### src/inc/spmb_regs.vh
// register offsets, field positions, reset values and clock divider counts
// for the buffered master/slave serial port; definitions only
`ifndef SPMB_REGS_VH
`define SPMB_REGS_VH

// ==========================================
// register offsets
`define SPMB_OFS_CTRL_A 3'h0
`define SPMB_OFS_CTRL_B 3'h1
`define SPMB_OFS_INT_EN 3'h2
`define SPMB_OFS_FLAGS 3'h3
`define SPMB_OFS_DATA 3'h4

// ==========================================
// reset values and writable masks
`define SPMB_RST_BYTE 8'h00
`define SPMB_MASK_CTRL_A 8'h77
`define SPMB_MASK_CTRL_B 8'hc7
`define SPMB_MASK_INT_EN 8'hf1
`define SPMB_SYNC_RST 4'h8

// ==========================================
// port_control_a fields
`define SPMB_A_BIT_ORDER 6
`define SPMB_A_MASTER 5
`define SPMB_A_CLOCK_DOUBLE 4
`define SPMB_A_CLOCK_PRESCALE_HI 2
`define SPMB_A_CLOCK_PRESCALE_LO 1
`define SPMB_A_ENABLE 0

// ==========================================
// port_control_b fields
`define SPMB_B_BUFFERED 7
`define SPMB_B_WAIT_RX 6
`define SPMB_B_SEL_DISABLE 2
`define SPMB_B_POLARITY 1
`define SPMB_B_PHASE 0

// ==========================================
// interrupt_enables and interrupt_flags fields
`define SPMB_I_RX_DONE 7
`define SPMB_I_TX_DONE 6
`define SPMB_I_TX_EMPTY 5
`define SPMB_I_SEL_TRIG 4
`define SPMB_I_LEGACY 0

// ==========================================
// serial clock half periods in peripheral clocks (divide by 4, 16, 64, 128)
`define SPMB_HALF_DIVIDE_BY_FOUR 7'h02
`define SPMB_HALF_DIV16 7'h08
`define SPMB_HALF_DIV64 7'h20
`define SPMB_HALF_DIVIDE_BY_128 7'h40
`define SPMB_LAST_EDGE 4'hf

`endif

### src/rtl/spmb_core.v
// byte-wide serial port that works as master or slave, with optional buffered mode
// assumes a byte register port on clock_in and pins synchronised internally
//
// Functional notes
// - bit_order_select 0 shifts msb first, 1 lsb first, both directions
// - master with select pin input low: clear master bit, set legacy flag
// - select_line_disable set: master ignores the select line
// - clock_double doubles the master serial clock rate
// - clock_prescale gives divide by 4, 16, 64, 128; slave ignores it
// - port works only while enable bit is one
// - buffered mode: two receive buffers, one transmit buffer, split flags
// - buffered, wait_for_receive 0: first byte sent is a dummy
// - buffered, wait_for_receive 1: idle write with select high loads shifter
// - mode field selects sampling and setup edges
// - serial clock idles low for rising leading edge, high otherwise
// - buffered enables gate their flags; read zero outside buffered mode
// - non-buffered: legacy enable gates the shared flag onto the interrupt
// - buffered rx_done_flag tracks unread bytes; write one clears it
// - legacy flag set on byte done or select takeover
// - legacy flag cleared by vector ack or flag read then data access
// - tx_done_flag set when shifter empty and no byte waits; write one clears
// - write_collision_flag set on data write during a byte
// - tx_empty_flag high while transmit buffer empty, zero outside buffered
// - buffered select takeover sets select_trigger_flag; write one clears
// - rx_overrun_flag set when third byte arrives with both buffers full
// - buffered data read returns second buffer, moves first into second
`timescale 1ns/1ps
`include "spmb_regs.vh"

module spmb_core (
  input wire clock_in,
  input wire reset_n_in,
  input wire clk_en_in,
  input wire [2:0] reg_addr_in,
  input wire [7:0] reg_wdata_in,
  input wire reg_wr_in,
  input wire reg_rd_in,
  output reg [7:0] reg_rdata_out,
  input wire vector_ack_in,
  output reg irq_out,
  input wire select_is_input_in,
  input wire select_n_in,
  input wire sck_in,
  output wire sck_out,
  output reg sck_oe_n_out,
  input wire mosi_in,
  output wire mosi_out,
  output reg mosi_oe_n_out,
  input wire miso_in,
  output wire miso_out,
  output reg miso_oe_n_out
);

  // ==========================================
  // helpers
  function first_bit;
    input lsb_first;
    input [7:0] d;
    begin
      first_bit = lsb_first ? d[0] : d[7];
    end
  endfunction

  function [7:0] advance;
    input lsb_first;
    input [7:0] d;
    begin
      advance = lsb_first ? {1'b0, d[7:1]} : {d[6:0], 1'b0};
    end
  endfunction

  // ==========================================
  // pin synchronisers: ss, sck, mosi, miso
  wire [3:0] pin_raw = {select_n_in, sck_in, mosi_in, miso_in};
  reg [3:0] sync1;
  reg [3:0] sync2;
  reg [3:0] sync3;
  reg [3:0] pin_f;
  localparam [3:0] sync_rst_val = `SPMB_SYNC_RST;
  genvar gi;
  generate
    for (gi = 0; gi < 4; gi = gi + 1) begin : g_sync
      always @(posedge clock_in or negedge reset_n_in) begin
        if (!reset_n_in) begin
          sync1[gi] <= sync_rst_val[gi];
          sync2[gi] <= sync_rst_val[gi];
          sync3[gi] <= sync_rst_val[gi];
          pin_f[gi] <= sync_rst_val[gi];
        end else if (clk_en_in) begin
          sync1[gi] <= pin_raw[gi];
          sync2[gi] <= sync1[gi];
          sync3[gi] <= sync2[gi];
          if (sync2[gi] == sync3[gi]) begin
            pin_f[gi] <= sync3[gi];
          end
        end
      end
    end
  endgenerate
  wire ss_f = pin_f[3];
  wire sck_f = pin_f[2];
  wire mosi_f = pin_f[1];
  wire miso_f = pin_f[0];

  // ==========================================
  // state
  reg [7:0] ctrl_a;
  reg [7:0] ctrl_b;
  reg [7:0] int_en;
  reg if_flag;
  reg write_collision_flag;
  reg rxc;
  reg txc;
  reg select_trigger_flag;
  reg ovf;
  reg armed;
  reg txbuf_full;
  reg loaded;
  reg [7:0] txbuf;
  reg [7:0] txsh;
  reg [7:0] rxsh;
  reg [7:0] rxb1;
  reg [7:0] rxb2;
  reg v1;
  reg v2;
  reg out_bit;
  reg busy_m;
  reg [6:0] div_cnt;
  reg [3:0] edge_cnt;
  reg sck_lvl;
  reg sck_q;

  wire en = ctrl_a[`SPMB_A_ENABLE];
  wire master = ctrl_a[`SPMB_A_MASTER];
  wire bit_order_select = ctrl_a[`SPMB_A_BIT_ORDER];
  wire buffered_mode_on = ctrl_b[`SPMB_B_BUFFERED];
  wire wait_for_receive = ctrl_b[`SPMB_B_WAIT_RX];
  wire select_line_disable = ctrl_b[`SPMB_B_SEL_DISABLE];
  wire cpol = ctrl_b[`SPMB_B_POLARITY];
  wire cpha = ctrl_b[`SPMB_B_PHASE];

  // ==========================================
  // serial clock rate
  reg [6:0] half;
  always @* begin
    case (ctrl_a[`SPMB_A_CLOCK_PRESCALE_HI:`SPMB_A_CLOCK_PRESCALE_LO])
      2'h0: half = `SPMB_HALF_DIVIDE_BY_FOUR;
      2'h1: half = `SPMB_HALF_DIV16;
      2'h2: half = `SPMB_HALF_DIV64;
      default: half = `SPMB_HALF_DIVIDE_BY_128;
    endcase
    if (ctrl_a[`SPMB_A_CLOCK_DOUBLE]) begin
      half = {1'b0, half[6:1]};
    end
  end

  // ==========================================
  // edge events
  wire takeover = en & master & select_is_input_in & ~select_line_disable & ~ss_f;
  wire slv_act = en & ~master & ~ss_f;
  wire m_edge = busy_m & (div_cnt == 7'h00);
  wire s_edge = slv_act & (sck_f != sck_q);
  wire edge_ev = master ? m_edge : s_edge;
  wire leading = master ? ~edge_cnt[0] : (sck_f != cpol);
  wire sample = edge_ev & (leading ^ cpha);
  wire setup = edge_ev & ~(leading ^ cpha);
  wire in_bit = master ? miso_f : mosi_f;
  wire [7:0] rx_next = bit_order_select ? {in_bit, rxsh[7:1]} : {rxsh[6:0], in_bit};
  wire [7:0] rx_byte = sample ? rx_next : rxsh;
  wire done = edge_ev & (edge_cnt == `SPMB_LAST_EDGE);
  wire busy = master ? busy_m : (edge_cnt != 4'h0);

  wire wr_data = reg_wr_in & (reg_addr_in == `SPMB_OFS_DATA);
  wire rd_data = reg_rd_in & (reg_addr_in == `SPMB_OFS_DATA);
  wire rd_flags = reg_rd_in & (reg_addr_in == `SPMB_OFS_FLAGS);
  wire wr_flags = reg_wr_in & (reg_addr_in == `SPMB_OFS_FLAGS);
  wire rd_buf = rd_data & buffered_mode_on;
  wire direct = buffered_mode_on & wait_for_receive & en & ss_f & ~busy & ~loaded & ~txbuf_full;
  wire go = en & master & ~busy_m & (loaded | txbuf_full) & ~takeover;
  wire w2 = rd_buf ? v1 : v2;
  wire w1 = rd_buf ? 1'b0 : v1;

  wire [7:0] flags_view = {buffered_mode_on ? rxc : if_flag, buffered_mode_on ? txc : write_collision_flag,
    buffered_mode_on & ~txbuf_full, buffered_mode_on & select_trigger_flag, 3'h0, buffered_mode_on & ovf};
  wire [7:0] en_view = {int_en[7:4] & {4{buffered_mode_on}}, 3'h0, int_en[0]};

  // ==========================================
  // main sequential logic
  always @(posedge clock_in or negedge reset_n_in) begin
    if (!reset_n_in) begin
      ctrl_a <= `SPMB_RST_BYTE;
      ctrl_b <= `SPMB_RST_BYTE;
      int_en <= `SPMB_RST_BYTE;
      if_flag <= 1'b0;
      write_collision_flag <= 1'b0;
      rxc <= 1'b0;
      txc <= 1'b0;
      select_trigger_flag <= 1'b0;
      ovf <= 1'b0;
      armed <= 1'b0;
      txbuf_full <= 1'b0;
      loaded <= 1'b0;
      txbuf <= `SPMB_RST_BYTE;
      txsh <= `SPMB_RST_BYTE;
      rxsh <= `SPMB_RST_BYTE;
      rxb1 <= `SPMB_RST_BYTE;
      rxb2 <= `SPMB_RST_BYTE;
      v1 <= 1'b0;
      v2 <= 1'b0;
      out_bit <= 1'b0;
      busy_m <= 1'b0;
      div_cnt <= 7'h00;
      edge_cnt <= 4'h0;
      sck_lvl <= 1'b0;
      sck_q <= 1'b0;
      reg_rdata_out <= `SPMB_RST_BYTE;
      irq_out <= 1'b0;
      sck_oe_n_out <= 1'b1;
      mosi_oe_n_out <= 1'b1;
      miso_oe_n_out <= 1'b1;
    end else if (clk_en_in) begin
      sck_q <= sck_f;
      // register reads, data one cycle later
      if (reg_rd_in) begin
        case (reg_addr_in)
          `SPMB_OFS_CTRL_A: reg_rdata_out <= ctrl_a;
          `SPMB_OFS_CTRL_B: reg_rdata_out <= ctrl_b;
          `SPMB_OFS_INT_EN: reg_rdata_out <= en_view;
          `SPMB_OFS_FLAGS: reg_rdata_out <= flags_view;
          `SPMB_OFS_DATA: reg_rdata_out <= rxb2;
          default: reg_rdata_out <= `SPMB_RST_BYTE;
        endcase
      end
      // register writes
      if (reg_wr_in && reg_addr_in == `SPMB_OFS_CTRL_A) begin
        ctrl_a <= reg_wdata_in & `SPMB_MASK_CTRL_A;
      end
      if (reg_wr_in && reg_addr_in == `SPMB_OFS_CTRL_B) begin
        ctrl_b <= reg_wdata_in & `SPMB_MASK_CTRL_B;
      end
      if (reg_wr_in && reg_addr_in == `SPMB_OFS_INT_EN) begin
        int_en <= reg_wdata_in & `SPMB_MASK_INT_EN;
      end
      if (wr_flags && buffered_mode_on) begin
        if (reg_wdata_in[`SPMB_I_RX_DONE]) begin
          rxc <= 1'b0;
        end
        if (reg_wdata_in[`SPMB_I_TX_DONE]) begin
          txc <= 1'b0;
        end
        if (reg_wdata_in[`SPMB_I_SEL_TRIG]) begin
          select_trigger_flag <= 1'b0;
        end
      end
      // legacy flag clearing sequence
      if (rd_flags && !buffered_mode_on && (if_flag || write_collision_flag)) begin
        armed <= 1'b1;
      end
      if (armed && (rd_data || wr_data)) begin
        armed <= 1'b0;
        if_flag <= 1'b0;
        write_collision_flag <= 1'b0;
      end
      if (vector_ack_in) begin
        if_flag <= 1'b0;
      end
      // receive buffer read
      if (rd_buf) begin
        rxb2 <= rxb1;
        v2 <= v1;
        v1 <= 1'b0;
        ovf <= 1'b0;
        if (!v1 && !done) begin
          rxc <= 1'b0;
        end
      end
      // data writes
      if (wr_data) begin
        if (!buffered_mode_on) begin
          if (busy) begin
            write_collision_flag <= 1'b1;
          end else begin
            loaded <= 1'b1;
            txsh <= cpha ? reg_wdata_in : advance(bit_order_select, reg_wdata_in);
            out_bit <= first_bit(bit_order_select, reg_wdata_in);
          end
        end else if (direct) begin
          loaded <= 1'b1;
          txsh <= cpha ? reg_wdata_in : advance(bit_order_select, reg_wdata_in);
          out_bit <= first_bit(bit_order_select, reg_wdata_in);
        end else if (!txbuf_full) begin
          txbuf <= reg_wdata_in;
          txbuf_full <= 1'b1;
        end
      end
      // master clock generator
      if (go) begin
        busy_m <= 1'b1;
        loaded <= 1'b0;
        div_cnt <= half - 7'h01;
        edge_cnt <= 4'h0;
      end else if (busy_m) begin
        if (m_edge) begin
          sck_lvl <= ~sck_lvl;
          div_cnt <= half - 7'h01;
        end else begin
          div_cnt <= div_cnt - 7'h01;
        end
      end else begin
        sck_lvl <= cpol;
      end
      // shifting on selected edges
      if (edge_ev) begin
        edge_cnt <= edge_cnt + 4'h1;
        if (edge_cnt == 4'h0 && !master) begin
          loaded <= 1'b0;
        end
      end
      if (sample) begin
        rxsh <= rx_next;
      end
      if (setup) begin
        out_bit <= first_bit(bit_order_select, txsh);
        txsh <= advance(bit_order_select, txsh);
      end
      // end of byte
      if (done) begin
        busy_m <= 1'b0;
        if (!buffered_mode_on) begin
          if_flag <= 1'b1;
          rxb2 <= rx_byte;
          txsh <= cpha ? rx_byte : advance(bit_order_select, rx_byte);
          out_bit <= cpha ? out_bit : first_bit(bit_order_select, rx_byte);
        end else begin
          rxc <= 1'b1;
          if (!w2) begin
            rxb2 <= rx_byte;
            v2 <= 1'b1;
          end else if (!w1) begin
            rxb1 <= rx_byte;
            v1 <= 1'b1;
          end else begin
            ovf <= 1'b1;
          end
          if (txbuf_full) begin
            txbuf_full <= 1'b0;
            loaded <= 1'b1;
            txsh <= cpha ? txbuf : advance(bit_order_select, txbuf);
            out_bit <= cpha ? out_bit : first_bit(bit_order_select, txbuf);
          end else begin
            txc <= 1'b1;
            txsh <= cpha ? rx_byte : advance(bit_order_select, rx_byte);
            // last edge samples when cpha is set: hold the line, next leading edge sets up
            out_bit <= cpha ? out_bit : first_bit(bit_order_select, rx_byte);
          end
        end
      end
      // select line takeover ends master mode
      if (takeover) begin
        ctrl_a[`SPMB_A_MASTER] <= 1'b0;
        if_flag <= 1'b1;
        if (buffered_mode_on) begin
          select_trigger_flag <= 1'b1;
        end
        busy_m <= 1'b0;
        edge_cnt <= 4'h0;
      end
      // disabled port or deselected slave drops the byte in flight
      if (!en || (!master && ss_f)) begin
        busy_m <= 1'b0;
        edge_cnt <= 4'h0;
        sck_lvl <= cpol;
      end
      irq_out <= buffered_mode_on ? |(int_en[7:4] & {rxc, txc, ~txbuf_full, select_trigger_flag})
        : (int_en[`SPMB_I_LEGACY] & if_flag);
      sck_oe_n_out <= ~(en & master);
      mosi_oe_n_out <= ~(en & master);
      miso_oe_n_out <= ~slv_act;
    end
  end

  assign sck_out = sck_lvl;
  assign mosi_out = out_bit;
  assign miso_out = out_bit;

endmodule

### config.mk
export PLATFORM = sky130hd
export DESIGN_NAME = spmb_core
export DESIGN_NICKNAME = d
export VERILOG_FILES = /design/src/rtl/spmb_core.v
export VERILOG_INCLUDE_DIRS = /design/src /design/src/inc
export SDC_FILE = /design/constraint.sdc
export NUM_CORES = 1
export LEC_CHECK = 0
export BUFFER_PORTS_ARGS = -buffer_cell sky130_fd_sc_hd__clkbuf_2
export CAP_MARGIN = 30
export CORE_MARGIN = 5
export CORE_UTILIZATION = 24
export DETAILED_ROUTE_END_ITERATION = 10
export HOLD_SLACK_MARGIN = 0.05
export PLACE_DENSITY = 0.38
export REMOVE_ABC_BUFFERS = 1
export SKIP_CTS_REPAIR_TIMING = 1
export SLEW_MARGIN = 20
export SYNTH_ARGS = -nofsm -noshare
export SYNTH_HDL_FRONTEND = slang
export SYNTH_SLANG_ARGS = --single-unit
### constraint.sdc
create_clock -name clock_in -period 2.3 [get_ports clock_in]
set_clock_uncertainty 0.2 [all_clocks]
set_input_delay 0.23 -clock clock_in [delete_from_list [all_inputs] [get_ports clock_in]]
set_output_delay 0.23 -clock clock_in [all_outputs]
set_load 0.1 [all_outputs]
==> qor.yml, run 1 <==
synthesis:
  synth.area.top_cells: "dfrtp_1, mux2_2, mux2i_1, o21ai_0, nand2_1"
  yosysSeqAreaShare: 0.418
  yosys_warnings: 0
  synthesis_stage_register_bit_count: 109
  synth_cells: 688
  post_synth_num_cell_types: 82
  synth-edff-count: 0
  synthFlopType: "dfrtp_1"
  yosysTopAreaCellShare: 0.394
  syn_area_per_cell_sq_um: 9.52
  postSynth.asyncResetShare: 1.00
  synth_largest_area_cell: "dfrtp_1"
  synth.cell_area_sq_um: 6550
final_layout:
  regArea_sq_um: 2740
  multiInputGateArea_sq_um: 3820
  final_cell_mix: "buf_4, dfrtp_1, nand2_1"
  syn_to_final_growth_pct: 35.3
  final_common_cell: "buf_4"
  nets: 857
  final_layout_size_suffix_gt1_frac: 0.360
  insertedDiodeCount: 0
  num-fill-cells: 2815
  design_area_sq_um: 8860
  fin_util: 0.330
  final_cells: 1176
clocking:
  number_of_clock_sinks: 109
  tritoncts: "built"
  max-clock-path-buffers: 2
  clk_transition_reported_paths_ns: 0.08
  cts_inserted_buffers: 9
  cts_max_level: 3
  cts_root_buffer: "clkbuf_16"
  clk_latency_ns: 0.36
critical_path:
  required_ns: 2.34
  crit_arrival_ns: 2.61
  rrSetupSlack_ns: -0.27
  slowest_delay_ns: 0.45
  critPathSlowestCell: "dfrtp_2"
  critical_path.max_fanout: 6
  path_cells: "buf_6 -> and2_1 -> a211o_1 -> a22oi_4 -> buf_12 -> buf_4 -> mux2i_4 -> a211oi_2 -> o32a_1"
  setup.worst_path.start_class: "flop"
  type_of_the_worst_setup_path: "flop to flop"
  end_kind: "flop"
drt:
  totalWireLength_mm: 21.8
  drt_first_pass_iters: 5
  drt-initial-drc-count: 386
  post-route-drc-count: 0
  antenna_left: 0
  route.vias.total: 5921
  via_per_inst: 5.03
  route.detailed.wl_per_inst_um: 18.5
die:
  fp_rows: 60
  floorplan.initialDensity: 0.244
  die-area_sq_um: 30700
  die_width_um: 175
  core_sq_um: 26900
  die_h_um: 175
  io_pins: 37
power:
  internal_power_mw: 5.12
  p_sw_frac: 0.391
  static_power_due_to_leakage_nw: 3.85
  power_per_cell_area_nw_per_um2: 949
  pwr-share-clk: 0.220
  vdd_drop_max_mv: 0.650
  pnr_total_power_mw: 8.40
  combinational_cell_fraction_of_total_power: 0.438
  seq_power_share: 0.341
  switching_power_summed_over_all_nets_mw: 3.28
sta:
  final.setup.tns_ns: -4.69
  slew_headroom: 0.574
  timing.final.max_slew_violations: 0
  layout_worst_path_cycle_share: 1.12
  max_slew.worst_pin.slew_ns: 0.632
  final.setup.worst_slack_ns: -0.268
  setup_viol: 41
  grt_setup_unrepaired: "yes"
  max_freq_mhz: 389
  finalHoldWorstSlack_ns: 0.0770
  hold_violations: 0
  min_period_ns: 2.57
global_routing:
  globalRoute.totalOverflow: 0
  initial_antenna_violation_count: 0
  use_met3: 0.0279
  grtUsageMet2: 0.222
  gr-max-usage-layer: "met2"
  gr_usage_total: 0.140
  via_count_of_the_first_global_routing_pass: 6008
  pin_count_of_the_biggest_net_entering_global_routing: 52
  met1_use_gr: 0.197
  grt_first_pass_wirelength_mm: 34.5
worst_hold_path:
  holdCritPathClass: "input pin to flop"
place:
  placed_cells: 1131
  postPlaceCellArea_sq_um: 7810
  setup_slack_at_placement_ns: -0.544
  detailed_place_hpwl_mm: 15.9
  place.port_buffers: 36
  gp_congestion: 0.868
status:
  status: "complete, but fails checks"
  violations: "negative setup slack"
job:
  cap_viol_max_count: 0
-- path summary, 6_finish.rpt --
check                                 startpoint                    to  depth (start not counted)
worst max-delay path                   ctrl_a[5]               txsh[1]                          9
worst min-delay path                   reg_wr_in  write_collision_flag                          3
worst max register to register         ctrl_a[5]               txsh[1]                          9
worst min register to register  reg_rdata_out[7]      reg_rdata_out[7]                          2
max in group asynchronous             reset_n_in              sync3[3]                          3
min in group asynchronous             reset_n_in              txbuf[4]                          2
-- Yosys cell counts (4+ instances only) --
| library cell | n |
|---|---|
| dfrtp_1 | 103 |
| nand2_1 | 81 |
| o21ai_0 | 62 |
| nor2_1 | 53 |
| mux2_2 | 48 |
| mux2i_1 | 39 |
| a21oi_1 | 37 |
| inv_1 | 30 |
| clkbuf_1 | 19 |
| a22o_1 | 13 |
| o211ai_1 | 12 |
| a31oi_1 | 11 |
| nor3_1 | 8 |
| o2bb2ai_1 | 8 |
| a22oi_1 | 7 |
| and3_1 | 7 |
| buf_2 | 7 |
| nand3_1 | 7 |
| nor2b_1 | 7 |
| a21o_1 | 6 |
| buf_4 | 6 |
| buf_6 | 6 |
| dfstp_2 | 6 |
| a211oi_1 | 5 |
| ha_1 | 5 |
| and2_1 | 4 |
| o2111ai_1 | 4 |
| o22a_1 | 4 |
-- final cells by class --
cell class | count | share of cell area
Clock inverter | 4 | 0.0107
Timing Repair Buffer | 173 | 0.160
Inverter | 30 | 0.0127
Sequential cell | 109 | 0.309
Multi-Input combinational cell | 507 | 0.432
Tap cell | 341 | 0.0482
Clock buffer | 12 | 0.0278
-- cell families after synthesis --
kind of cell | synth area share
simple gates | 0.136
flops | 0.418
xor+xnor | 0.00401
mux | 0.150
buf+inv | 0.0535
compound gates | 0.229
fa+ha+maj | 0.00955
-- layer usage --
layer,vias up,part of all wire,wire length (um)
met5,-,0,0
met4,0,0.011,244
met3,21,0.041,902
met2,134,0.47,10100
met1,2953,0.48,10500
li1,2813,-,-
-- critical path, delay by kind of cell (launching register included) --
kind | cells | cell delay (ns)
AND/OR/NAND/NOR | 1 | 0.13
AO/OA/AOI/OAI | 4 | 0.97
multiplexers | 1 | 0.29
flip-flops | 1 | 0.45
buffers and inverters | 3 | 0.43
-- state kept, by name, indices dropped and copies added, names as in the netlist, 4 cells and up, named ones only --
| name | flops |
|---|---|
| ctrl_b | 5 |
| reg_rdata_out | 8 |
| txsh | 8 |
| sync3 | 4 |
| rxb2 | 8 |
| edge_cnt | 4 |
| rxb1 | 8 |
| sync2 | 4 |
| rxsh | 8 |
| int_en | 5 |
| txbuf | 8 |
| sync1 | 4 |
| div_cnt | 7 |
| ctrl_a | 6 |
-- power groups by stage --
stage	clock [mW]	sequential [mW]	combinational (mW)
after floorplan	0	3.19	1.48
after global placement	0	2.85	3.22
after detailed placement	0	2.86	3.25
after CTS	1.91	2.82	3.26
after global routing	1.98	2.94	4.00
final	1.85	2.87	3.68
(Power assumes the default switching activity.)
==> run 2: changes to the inputs <==
--- a/config.mk
+++ b/config.mk
@@ -6,13 +6,13 @@
 export SDC_FILE = /design/constraint.sdc
 export NUM_CORES = 1
 export LEC_CHECK = 0
-export BUFFER_PORTS_ARGS = -buffer_cell sky130_fd_sc_hd__clkbuf_2
+export BUFFER_PORTS_ARGS = -buffer_cell sky130_fd_sc_hd__buf_2
 export CAP_MARGIN = 30
 export CORE_MARGIN = 5
-export CORE_UTILIZATION = 24
+export CORE_UTILIZATION = 30
 export DETAILED_ROUTE_END_ITERATION = 10
 export HOLD_SLACK_MARGIN = 0.05
-export PLACE_DENSITY = 0.38
+export PLACE_DENSITY = 0.45
 export REMOVE_ABC_BUFFERS = 1
 export SKIP_CTS_REPAIR_TIMING = 1
 export SLEW_MARGIN = 20
==> run 2 against run 1 <==
Effect of this change:
- the run still ends with negative setup slack left
- cell count down 6.5%
- fmax up 2.4%
- sequential cell count unchanged
- first-iteration DRC count up 44%
- wire length down 4.9%
- clock power down 9.7%
- total power down 3.6%
- non-clock buffer count down 15
- via count down 1.5%
- die area down 19%
- critical path depth up 1
- cell area down 4.3%
- critical endpoint is now txsh[2]
- largest cell class unchanged
- largest power group unchanged
==> qor.yml, run 2 (synthesized netlist as in run 1, its figures left out) <==
status:
  status: "complete, but fails checks"
  violations: "negative setup slack"
die:
  die-area_sq_um: 24900  # -19%
  die_h_um: 158  # -10%
  io_pins: 37  # unchanged
  die_width_um: 158  # -10%
  fp_rows: 54  # -10%
  core_sq_um: 21700  # -19%
  floorplan.initialDensity: 0.302  # +0.0583
final_layout:
  syn_to_final_growth_pct: 29.5
  design_area_sq_um: 8480  # -4.3%
  final_common_cell: "dfrtp_1"
  insertedDiodeCount: 0  # unchanged
  nets: 842  # -1.8%
  final_layout_size_suffix_gt1_frac: 0.344  # -0.0166
  final_cell_mix: "dfrtp_1, buf_4, nand2_1"
place:
  setup_slack_at_placement_ns: -0.334  # +0.210 ns
  place.port_buffers: 36  # unchanged
  detailed_place_hpwl_mm: 15.5  # -2.6%
  postPlaceCellArea_sq_um: 7660  # -1.8%
  gp_congestion: 0.881  # +1.5%
sta:
  max_freq_mhz: 399  # +2.4%
  setup_viol: 42  # +2.4%
  timing.final.max_slew_violations: 0  # unchanged
  max_slew.worst_pin.slew_ns: 0.636  # +0.00413 ns
  finalHoldWorstSlack_ns: 0.0512  # -0.0258 ns
  layout_worst_path_cycle_share: 1.09  # -0.0265
  slew_headroom: 0.576  # +0.00170
  min_period_ns: 2.51  # -0.0610 ns
  final.setup.worst_slack_ns: -0.207  # +0.0610 ns
  grt_setup_unrepaired: "yes"
  hold_violations: 0  # unchanged
drt:
  route.vias.total: 5835  # -1.5%
  totalWireLength_mm: 20.7  # -4.9%
  route.detailed.wl_per_inst_um: 18.8  # +1.7%
  drt_first_pass_iters: 7  # +2
  via_per_inst: 5.30  # +5.4%
  antenna_left: 0  # unchanged
  drt-initial-drc-count: 555  # +44%
  post-route-drc-count: 0  # unchanged
global_routing:
  globalRoute.totalOverflow: 0  # unchanged
  gr_usage_total: 0.168  # +0.0273
  pin_count_of_the_biggest_net_entering_global_routing: 45  # -13%
  initial_antenna_violation_count: 0  # unchanged
  via_count_of_the_first_global_routing_pass: 5706  # -5.0%
  grt_first_pass_wirelength_mm: 32.6  # -5.3%
clocking:
  cts_inserted_buffers: 9  # unchanged
  max-clock-path-buffers: 2  # unchanged
  cts_root_buffer: "clkbuf_16"
  tritoncts: "built"
  clk_latency_ns: 0.37  # about the same
  cts_max_level: 3  # unchanged
  number_of_clock_sinks: 109  # unchanged
  clk_transition_reported_paths_ns: 0.09  # about the same
job:
  cap_viol_max_count: 0  # unchanged
critical_path:
  critPathSlowestCell: "dfrtp_1"
  crit_arrival_ns: 2.59  # -0.02 ns
  critPathTopFamily: "compound AO/OA/AOI/OAI gates"
  slowest_delay_ns: 0.40  # -0.05 ns
  worstReg2RegStart: "div_cnt[1]"
  cp_common_cell: "buf_6"
  path_cells: "inv_2 -> ha_4 -> nor3b_4 -> buf_6 -> nand3_4 -> a22oi_4 -> buf_6 -> mux2_4 -> a2111o_1 -> a31oi_1"
  setup.worst_path.start_class: "flop"
  critical_path.max_fanout: 3  # -3
  end_kind: "flop"
  worst_r2r_path_depth: 10  # +1
  rrSetupSlack_ns: -0.21  # +0.06 ns
  type_of_the_worst_setup_path: "flop to flop"
  required_ns: 2.39  # +0.05 ns
  timing.rr.end: "txsh[2]"
  cp.buffers_inverters: 3  # unchanged
power:
  vdd_drop_max_mv: 0.828  # +27%
  static_power_due_to_leakage_nw: 3.71  # -3.7%
  power_per_cell_area_nw_per_um2: 955  # +0.70%
worst_hold_path:
  holdCritPathClass: "input pin to flop"
  worstHoldStart: "reg_wdata_in[4]"
  min_path_cells: 3  # unchanged
[run 2: cell types whose count changed in the layout (fill, tap and decap cells not counted), sizes merged]
cell,previous run,this run
buf,129,149
bufinv,3,1
clkbuf,48,9
clkinv,1,2
dlygate4sd3,8,9
inv,30,34
[run 2: cell type report]
class,count,area [sq um]
clock buffer,9,225
multi-input combinational,507,3740
fill,2116,13200
timing repair buffer,158,1230
inverter,30,113
tap,280,350
clock inverter,7,81.3
sequential,109,2740
[run 2: how the worst max path moves through the flow]
stage,from,to,slack (ns),cells past startpoint
global route,div_cnt[1],txsh[2],-0.28,10
detailed placement,edge_cnt[0],txbuf[2],-0.33,8
global placement,div_cnt[0],rxb2[5],-0.33,10
floorplan,div_cnt[0],rxb1[3],-0.50,7
finish,div_cnt[1],txsh[2],-0.21,10
CTS,edge_cnt[0],txbuf[2],-0.35,8
[run 2: worst reg2reg max path: cells and delay by family (launching register included)]
| kind | cells | cell delay, ns |
|---|---|---|
| AO/OA/AOI/OAI | 3 | 0.78 |
| flip-flops | 1 | 0.40 |
| buffers and inverters | 3 | 0.37 |
| multiplexers | 1 | 0.30 |
| AND/OR/NAND/NOR | 2 | 0.26 |
| adder cells (fa/ha/maj) | 1 | 0.13 |
[run 2: per-layer routing]
| metal | vias up | GRT usage | wire (um) |
|---|---|---|---|
| met4 | 0 | 0.0324 | 185 |
| met1 | 2912 | 0.237 | 9810 |
| met2 | 135 | 0.273 | 9850 |
| met5 | - | 0 | 0 |
| li1 | 2774 | - | - |
| met3 | 14 | 0.0282 | 859 |
[run 2: stage by stage]
step                      TNS, ns  power, mW  std cells   util
after global routing        -8.54       8.59       1100  0.391
after floorplan            -13.09       4.67        646      -
after global placement      -8.55       5.99       1066  0.353
after CTS                   -9.47       7.72       1082  0.367
after detailed placement    -8.45       6.02       1066  0.353
final                       -4.21       8.10       1100  0.391
[run 2: power breakdown]
part | switching (mW) | internal, mW
combinational | 1.96 | 1.62
sequential | 0.491 | 2.37
clock | 0.801 | 0.867
